File: config.mk
export PLATFORM = sky130hd
export DESIGN_NAME = fbh_ctrl
export DESIGN_NICKNAME = d
export VERILOG_FILES = /design/src/logic/fbh_pkg.sv /design/src/logic/fbh_cmd_seq.sv /design/src/logic/fbh_ctrl.sv
export VERILOG_INCLUDE_DIRS = /design/src /design/src/logic
export SDC_FILE = /design/constraint.sdc
export NUM_CORES = 1
export LEC_CHECK = 0
export ABC_CLOCK_PERIOD_IN_PS = 2470
export BUFFER_PORTS_ARGS = -buffer_cell sky130_fd_sc_hd__buf_2
export CAP_MARGIN = 20
export CORE_AREA = 2 2 101 103
export DETAILED_ROUTE_END_ITERATION = 6
export DIE_AREA = 0 0 103 105
export PLACE_DENSITY = 0.8
export SLEW_MARGIN = 20
export SYNTH_ARGS = -nofsm -noshare
export SYNTH_HDL_FRONTEND = slang
export SYNTH_SLANG_ARGS = --single-unit
File: constraint.sdc
create_clock -name core_clk_i -period 2.47 [get_ports core_clk_i]
set_input_delay 0.494 -clock core_clk_i [delete_from_list [all_inputs] [get_ports core_clk_i]]
set_output_delay 0.494 -clock core_clk_i [all_outputs]
set_load 0.05 [all_outputs]
File: src/logic/fbh_params.svh
// Constants for the flash bus host controller.
// Assumes a 10 MHz core clock; included by bare name.
`ifndef FBH_PARAMS_SVH
`define FBH_PARAMS_SVH
`define FBH_CLK_PERIOD_NS  100
`define FBH_T_ACC_NS       150
`define FBH_T_WP_NS        100
`define FBH_T_RST_NS       200
`define FBH_T_WAKE_NS      400
`define FBH_SYNC_STAGES    2
`define FBH_CYC(ns)        (((ns) + `FBH_CLK_PERIOD_NS - 1) / `FBH_CLK_PERIOD_NS)
`define FBH_CMD_READ_ARRAY 16'h00FF
`define FBH_CMD_READ_ID    16'h0090
`define FBH_CMD_QUERY      16'h0098
`define FBH_CMD_READ_STAT  16'h0070
`define FBH_CMD_ERASE      16'h0020
`define FBH_CMD_PROGRAM    16'h0040
`define FBH_CMD_LOCK       16'h0060
`define FBH_CMD_CONFIRM    16'h00D0
`define FBH_CMD_SUSPEND    16'h00B0
`define FBH_STAT_READY     7
`define FBH_BYTE_MASK      16'h00FF
`endif

File: src/logic/fbh_pkg.sv
// Types for the flash bus host controller.
// Used by fbh_ctrl and fbh_cmd_seq with full scoping.
package fbh_pkg;
   typedef enum logic [2:0] {
      FBH_OP_READ    = 3'h0,
      FBH_OP_RDMODE  = 3'h1,
      FBH_OP_ERASE   = 3'h2,
      FBH_OP_PROGRAM = 3'h3,
      FBH_OP_LOCK    = 3'h4,
      FBH_OP_SUSPEND = 3'h5,
      FBH_OP_RESUME  = 3'h6
   } fbh_op_t;
   typedef enum logic [1:0] {
      FBH_RM_ARRAY  = 2'h0,
      FBH_RM_ID     = 2'h1,
      FBH_RM_QUERY  = 2'h2,
      FBH_RM_STATUS = 2'h3
   } fbh_rdmode_t;
   typedef enum logic [7:0] {
      FBH_ST_IDLE  = 8'b0000_0001,
      FBH_ST_WSET  = 8'b0000_0010,
      FBH_ST_WPUL  = 8'b0000_0100,
      FBH_ST_WEND  = 8'b0000_1000,
      FBH_ST_RSET  = 8'b0001_0000,
      FBH_ST_RWAIT = 8'b0010_0000,
      FBH_ST_RST   = 8'b0100_0000,
      FBH_ST_WAKE  = 8'b1000_0000
   } fbh_state_t;
endpackage

File: src/logic/fbh_cmd_seq.sv
// Command sequencer: turns a host operation into one or two bus write words.
// Assumes the caller holds op and data steady while busy in fbh_ctrl.
`timescale 1ns/10ps
`include "fbh_params.svh"
module fbh_cmd_seq (
   // Request
   input  wire fbh_pkg::fbh_op_t     op_i,
   input  wire fbh_pkg::fbh_rdmode_t rdmode_i,
   input  wire logic [15:0]          wdata_i,
   input  wire logic                 step_i,
   // Result
   output logic [15:0]               word_o,
   output logic                      last_o
);
   function automatic logic [15:0] mode_cmd(input fbh_pkg::fbh_rdmode_t m);
      case (m)
         fbh_pkg::FBH_RM_ID:     mode_cmd = `FBH_CMD_READ_ID;
         fbh_pkg::FBH_RM_QUERY:  mode_cmd = `FBH_CMD_QUERY;
         fbh_pkg::FBH_RM_STATUS: mode_cmd = `FBH_CMD_READ_STAT;
         default:                mode_cmd = `FBH_CMD_READ_ARRAY;
      endcase
   endfunction

   always_comb begin
      last_o = step_i;
      case (op_i)
         fbh_pkg::FBH_OP_ERASE:   word_o = step_i ? `FBH_CMD_CONFIRM : `FBH_CMD_ERASE;
         fbh_pkg::FBH_OP_PROGRAM: word_o = step_i ? wdata_i : `FBH_CMD_PROGRAM;
         fbh_pkg::FBH_OP_LOCK:    word_o = step_i ? wdata_i : `FBH_CMD_LOCK;
         fbh_pkg::FBH_OP_SUSPEND: begin
            word_o = `FBH_CMD_SUSPEND;
            last_o = 1'b1;
         end
         fbh_pkg::FBH_OP_RESUME: begin
            word_o = `FBH_CMD_CONFIRM;
            last_o = 1'b1;
         end
         default: begin
            word_o = mode_cmd(rdmode_i);
            last_o = 1'b1;
         end
      endcase
   end
endmodule

File: src/logic/fbh_ctrl.sv
// Host controller that drives an asynchronous parallel flash over its pins.
// Assumes one 10 MHz clock; the flash's ready/busy line arrives asynchronously.
`timescale 1ns/10ps
`include "fbh_params.svh"
module fbh_ctrl #(
   parameter int ADDR_W = 22
) (
   // Clock and reset
   input  wire logic                 core_clk_i,
   input  wire logic                 rstn_i,
   // Host request
   input  wire logic                 req_i,
   input  wire fbh_pkg::fbh_op_t     op_i,
   input  wire fbh_pkg::fbh_rdmode_t rdmode_i,
   input  wire logic [ADDR_W-1:0]    addr_i,
   input  wire logic [15:0]          wdata_i,
   input  wire logic                 byte_mode_i,
   input  wire logic                 powerdown_i,
   // Host answer
   output logic                      busy_o,
   output logic                      done_o,
   output logic [15:0]               rdata_o,
   output logic                      flash_ready_o,
   // Flash pins
   output logic [ADDR_W-1:0]         flash_addr_o,
   output logic                      chip_select_a_n_o,
   output logic                      chip_select_b_n_o,
   output logic                      output_enable_n_o,
   output logic                      write_enable_n_o,
   output logic                      reset_powerdown_n_o,
   output logic                      byte_select_n_o,
   output logic [15:0]               flash_dq_o,
   output logic                      flash_dq_oe_n_o,
   input  wire logic [15:0]          flash_dq_i,
   input  wire logic                 flash_ready_i
);
   localparam logic [3:0] ACC_CYC  = 4'(`FBH_CYC(`FBH_T_ACC_NS));
   localparam logic [3:0] WP_CYC   = 4'(`FBH_CYC(`FBH_T_WP_NS));
   localparam logic [3:0] RST_CYC  = 4'(`FBH_CYC(`FBH_T_RST_NS));
   localparam logic [3:0] WAKE_CYC = 4'(`FBH_CYC(`FBH_T_WAKE_NS));
   localparam logic [3:0] SYNC_CYC = 4'(`FBH_SYNC_STAGES);

   if (ADDR_W < 1 || ADDR_W > 32) begin : g_bad_addr_w
      $error("ADDR_W out of range");
   end

   fbh_pkg::fbh_state_t  state, next_state;
   fbh_pkg::fbh_op_t     op, next_op;
   fbh_pkg::fbh_rdmode_t mode, next_mode;
   logic [3:0]           cnt, next_cnt;
   logic                 step, next_step;
   logic [ADDR_W-1:0]    addr, next_addr;
   logic [15:0]          wdata, next_wdata;
   logic [15:0]          rdata, next_rdata;
   logic                 byte_n, next_byte_n;
   logic                 done, next_done;
   logic                 ce_n, next_ce_n;
   logic                 oe_n, next_oe_n;
   logic                 we_n, next_we_n;
   logic                 rp_n, next_rp_n;
   logic                 dq_oe_n, next_dq_oe_n;
   logic [15:0]          dq_out, next_dq_out;
   logic                 rdy_s1, rdy_s2;
   logic [15:0]          dq_s1, dq_s2;
   logic [15:0]          seq_word;
   logic                 seq_last;

   fbh_cmd_seq u_seq (
      .op_i     (op),
      .rdmode_i (mode),
      .wdata_i  (wdata),
      .step_i   (step),
      .word_o   (seq_word),
      .last_o   (seq_last)
   );

   always_comb begin
      next_state     = state;
      next_op        = op;
      next_mode      = mode;
      next_cnt       = cnt;
      next_step      = step;
      next_addr      = addr;
      next_wdata     = wdata;
      next_rdata     = rdata;
      next_byte_n    = byte_n;
      next_done      = 1'b0;
      next_ce_n      = ce_n;
      next_oe_n      = oe_n;
      next_we_n      = we_n;
      next_rp_n      = rp_n;
      next_dq_oe_n   = dq_oe_n;
      next_dq_out    = dq_out;
      case (state)
         fbh_pkg::FBH_ST_IDLE: begin
            next_ce_n    = 1'b1;
            next_oe_n    = 1'b1;
            next_we_n    = 1'b1;
            next_dq_oe_n = 1'b1;
            if (powerdown_i) begin
               next_rp_n  = 1'b0;
               next_cnt   = RST_CYC;
               next_state = fbh_pkg::FBH_ST_RST;
            end else if (req_i) begin
               next_op        = op_i;
               next_addr      = addr_i;
               next_wdata     = wdata_i;
               next_byte_n    = ~byte_mode_i;
               next_step      = 1'b0;
               if (op_i == fbh_pkg::FBH_OP_RDMODE) begin
                  next_mode = rdmode_i;
               end else if (op_i == fbh_pkg::FBH_OP_ERASE || op_i == fbh_pkg::FBH_OP_PROGRAM
                            || op_i == fbh_pkg::FBH_OP_LOCK) begin
                  // The flash answers status until told otherwise.
                  next_mode = fbh_pkg::FBH_RM_STATUS;
               end
               if (op_i == fbh_pkg::FBH_OP_READ) begin
                  next_state = fbh_pkg::FBH_ST_RSET;
               end else begin
                  next_state = fbh_pkg::FBH_ST_WSET;
               end
            end
         end
         fbh_pkg::FBH_ST_WSET: begin
            // Output enable stays high for the whole write cycle.
            next_oe_n    = 1'b1;
            next_ce_n    = 1'b0;
            next_dq_oe_n = 1'b0;
            next_dq_out  = seq_word;
            next_state   = fbh_pkg::FBH_ST_WPUL;
            next_we_n    = 1'b0;
            next_cnt     = WP_CYC;
         end
         fbh_pkg::FBH_ST_WPUL: begin
            if (cnt > 4'h1) begin
               next_cnt = cnt - 4'h1;
            end else begin
               // Strobe rises before chip select, so the strobe edge latches.
               next_we_n  = 1'b1;
               next_state = fbh_pkg::FBH_ST_WEND;
            end
         end
         fbh_pkg::FBH_ST_WEND: begin
            next_ce_n    = 1'b1;
            next_dq_oe_n = 1'b1;
            if (seq_last) begin
               next_done  = 1'b1;
               next_state = fbh_pkg::FBH_ST_IDLE;
            end else begin
               next_step  = 1'b1;
               next_state = fbh_pkg::FBH_ST_WSET;
            end
         end
         fbh_pkg::FBH_ST_RSET: begin
            next_ce_n    = 1'b0;
            next_oe_n    = 1'b0;
            next_we_n    = 1'b1;
            next_dq_oe_n = 1'b1;
            // The data bus passes two flip-flops, so output enable stays low that much longer.
            next_cnt     = ACC_CYC + SYNC_CYC;
            next_state   = fbh_pkg::FBH_ST_RWAIT;
         end
         fbh_pkg::FBH_ST_RWAIT: begin
            if (cnt > 4'h1) begin
               next_cnt = cnt - 4'h1;
            end else begin
               // In byte mode the upper lines are not driven by the flash.
               next_rdata = !byte_n ? (dq_s2 & `FBH_BYTE_MASK) : dq_s2;
               next_ce_n  = 1'b1;
               next_oe_n  = 1'b1;
               next_done  = 1'b1;
               next_state = fbh_pkg::FBH_ST_IDLE;
            end
         end
         fbh_pkg::FBH_ST_RST: begin
            if (cnt > 4'h1) begin
               next_cnt = cnt - 4'h1;
            end else if (!powerdown_i) begin
               next_rp_n  = 1'b1;
               next_cnt   = WAKE_CYC;
               next_state = fbh_pkg::FBH_ST_WAKE;
            end
         end
         fbh_pkg::FBH_ST_WAKE: begin
            if (cnt > 4'h1) begin
               next_cnt = cnt - 4'h1;
            end else begin
               next_mode  = fbh_pkg::FBH_RM_ARRAY;
               next_state = fbh_pkg::FBH_ST_IDLE;
            end
         end
         default: next_state = fbh_pkg::FBH_ST_IDLE;
      endcase
   end

   always_ff @(posedge core_clk_i) begin
      if (!rstn_i) begin
         state     <= fbh_pkg::FBH_ST_IDLE;
         op        <= fbh_pkg::FBH_OP_READ;
         mode      <= fbh_pkg::FBH_RM_ARRAY;
         cnt       <= 4'h0;
         step      <= 1'b0;
         addr      <= '0;
         wdata     <= 16'h0000;
         rdata     <= 16'h0000;
         byte_n    <= 1'b1;
         done      <= 1'b0;
         ce_n      <= 1'b1;
         oe_n      <= 1'b1;
         we_n      <= 1'b1;
         rp_n      <= 1'b1;
         dq_oe_n   <= 1'b1;
         dq_out    <= 16'h0000;
         rdy_s1    <= 1'b0;
         rdy_s2    <= 1'b0;
         dq_s1     <= 16'h0000;
         dq_s2     <= 16'h0000;
      end else begin
         state     <= next_state;
         op        <= next_op;
         mode      <= next_mode;
         cnt       <= next_cnt;
         step      <= next_step;
         addr      <= next_addr;
         wdata     <= next_wdata;
         rdata     <= next_rdata;
         byte_n    <= next_byte_n;
         done      <= next_done;
         ce_n      <= next_ce_n;
         oe_n      <= next_oe_n;
         we_n      <= next_we_n;
         rp_n      <= next_rp_n;
         dq_oe_n   <= next_dq_oe_n;
         dq_out    <= next_dq_out;
         rdy_s1    <= flash_ready_i;
         rdy_s2    <= rdy_s1;
         dq_s1     <= flash_dq_i;
         dq_s2     <= dq_s1;
      end
   end

   always_ff @(posedge core_clk_i) begin
      if (!rstn_i) begin
         busy_o <= 1'b0;
      end else begin
         busy_o <= (next_state != fbh_pkg::FBH_ST_IDLE);
      end
   end

   assign done_o              = done;
   assign rdata_o             = rdata;
   assign flash_ready_o       = rdy_s2;
   assign flash_addr_o        = addr;
   assign chip_select_a_n_o   = ce_n;
   assign chip_select_b_n_o   = ce_n;
   assign output_enable_n_o   = oe_n;
   assign write_enable_n_o    = we_n;
   assign reset_powerdown_n_o = rp_n;
   assign byte_select_n_o     = byte_n;
   assign flash_dq_o          = dq_out;
   assign flash_dq_oe_n_o     = dq_oe_n;
endmodule

==> impl_metrics.json <==
{
  "crit_type": "reg -> reg",
  "hold_viol": 0,
  "drt_first_pass_iters": 5,
  "die_h_um": 105,
  "syn_inst": 595,
  "ctsResizeCount": 0,
  "p_leak_nw": 2.66,
  "fin_tns_setup_ps": 0,
  "die_w_um": 103,
  "fin_util_pct": 65.4,
  "cp_cell_sequence": "or4_4, nor2_2, nand3_1, buf_4, a22oi_1, nor2_1",
  "grt_overflow_total": 0,
  "pin_count": 129,
  "cts_buffer_depth": 2,
  "path_clk_slew_ps": 60,
  "cts_tree": "done",
  "fin_worst_skew_ps": 6.85,
  "ys_async_sr_fraction_pct": 0,
  "diodes": 0,
  "cap_violations": 0,
  "place_congestion": 0.894,
  "setup.worst_path.start_class": "flop",
  "nNetsFinal": 787,
  "max_freq_mhz": 451,
  "avgRoutedWirePerCell_um": 14.8,
  "yosysSeqAreaShare_pct": 52.4,
  "h-tree-depth": 4,
  "drive_above_1_share_pct": 24.8,
  "status": "complete, no violations",
  "clock-sinks": 130,
  "cp.required_ps": 2860,
  "coreArea_um2": 9640,
  "rsz0062_at_grt": "false",
  "critPathSlowestCell": "or4_4",
  "num_vias": 4612,
  "slowest_delay_ps": 560,
  "yosysWarnings": 0,
  "synth_edf_count": 0,
  "synth_cell_types": 50,
  "multiInputGateArea_um2": 2160,
  "drc": 0,
  "vias_per_cell": 5.34,
  "row_count": 36,
  "grt_pass1_vias": 4467,
  "cp_top_family": "simple AND/OR/NAND/NOR gates",
  "endpoint_kind": "flop",
  "syn_area_per_cell_um2": 8.34,
  "synth_area_um2": 4960,
  "numCtsBuffers": 17,
  "tightest_slew_ps": 560,
  "report.final.slew_viol_count": 0,
  "grt_antenna_before_repair": 0,
  "grtUsageTotal_pct": 24.7,
  "max-slew-margin-rel_pct": 62.3,
  "period_share_pct": 89.8,
  "vdd_drop_max_mv": 0.468,
  "area_delta_synth_final_pct": 27.0,
  "initialDrtViolationCount": 243,
  "hold_path_class": "in -> reg",
  "synth_nets": 665,
  "setup_viol": 0,
  "dieArea_um2": 10800,
  "hold_buffers": 0,
  "initial_core_util_pct": 51.5,
  "register_area_um2": 2600,
  "grt_pass1_wl_um": 21000,
  "fin_total_pwr_mw": 5.43,
  "cp_max_fo": 10,
  "nFillCells": 821,
  "dpl.hpwl_um": 8790,
  "cts-root-buf": "clkbuf_8",
  "powerDensity_nw_per_um2": 861,
  "drtAntennaViolNets": 0,
  "port_buffers": 128,
  "path_buf_inv": 1,
  "clock_latency_ps": 520,
  "wirelength_um": 12800,
  "synth_seq_cells": 130,
  "grt_max_degree": 49,
  "fin_crit_ps": 2220,
  "cp.arrival_ps": 2600,
  "synth_ff_type": "dfxtp_1",
  "post_cts_buffers": 0
}
-- routing by layer --
layer / GRT usage, % / up-vias / share of wire, %
met1: 29.7 / 2168 / 42
met4: 8.93 / 0 / 2.1
li1: - / 2251 / -
met2: 41.0 / 169 / 50
met5: 0 / - / 0
met3: 7.89 / 24 / 6.1
-- report_power, final --
group,total (mW),switching [mW],internal (mW)
clock,2.46,0.886,1.57
sequential,2.26,0.0674,2.20
combinational,0.707,0.457,0.249
total,5.43,1.41,4.02
-- stage by stage --
stage               hold WS [ps]  std cells  area [um2]  setup slack [ps]
detailed placement           421        831        5710               278
floorplan                    406        595        4960               397
CTS                          169        863        6300               260
finish                       186        863        6300               252
global route                 161        863        6300              77.3
global placement             410        831        5710               318
-- worst paths after layout --
path / end / cells after the start / slack [ps] / startpoint
max reg2reg: flash_dq_o[8] / 6 / 250 / state[3]
max: flash_dq_o[8] / 6 / 250 / state[3]
min reg2reg: dq_s2[3] / 1 / 430 / dq_s1[3]
min: dq_s1[14] / 2 / 190 / flash_dq_i[14]
-- area by class of cell --
cell class	count	share of cell area (%)
Clock buffer	25	7.84
Clock inverter	7	1.55
Inverter	10	0.595
Multi-Input combinational cell	416	34.3
Sequential cell	130	41.3
Tap cell	133	2.64
Timing Repair Buffer	142	11.8
-- synth_stat cells, types with 3 or more instances --
| cell type | number | area, um2 |
|---|---|---|
| nor4_1 | 4 | 25.0 |
| a211o_1 | 3 | 26.3 |
| nor2b_1 | 6 | 37.5 |
| nor3_1 | 9 | 45.0 |
| clkbuf_1 | 29 | 109 |
| a31oi_1 | 3 | 18.8 |
| inv_1 | 9 | 33.8 |
| nor2_1 | 42 | 158 |
| a22oi_1 | 9 | 67.6 |
| and2_1 | 38 | 238 |
| o22ai_1 | 3 | 18.8 |
| dfxtp_1 | 130 | 2600 |
| xnor2_1 | 3 | 26.3 |
| or3_1 | 3 | 18.8 |
| ha_1 | 5 | 62.6 |
| o21a_1 | 3 | 22.5 |
| nand2_1 | 133 | 499 |
| buf_2 | 7 | 35.0 |
| a21oi_1 | 79 | 395 |
| nand3_1 | 16 | 80.1 |
| o21ai_0 | 17 | 85.1 |
| nand2b_1 | 4 | 25.0 |
| a211oi_1 | 7 | 52.6 |
| nand4_1 | 3 | 18.8 |
-- sequential cells by signal, summed over array words and instances (netlist names), 2 cells and up --
name,flops
state,8
dq_s1,16
rdata_o,16
flash_addr_o,22
flash_dq_o,16
wdata,16
dq_s2,16
mode,2
cnt,4
op,3
-- layout by cell type (no fill, tap or decap), types with 9 or more instances in the layout --
cell / instances
a21oi_1: 79
nand2_1: 133
a22oi_1: 9
o21ai_0: 17
buf_4: 14
dfxtp_1: 130
nand3_1: 16
clkbuf_16: 16
buf_2: 128
and2_1: 38
nor3_1: 9
inv_1: 9
nor2_1: 42
-- logic make-up after synthesis --
group | Yosys count | share of synthesized area (%)
AO/OA/AOI/OAI | 132 | 15.3
flip-flops | 130 | 52.4
adder cells (fa/ha/maj) | 5 | 1.26
multiplexers | 1 | 0.454
buffers and inverters | 49 | 4.03
AND/OR/NAND/NOR | 275 | 26.0
XOR/XNOR | 3 | 0.529
Power figures use the tool's default switching activity.
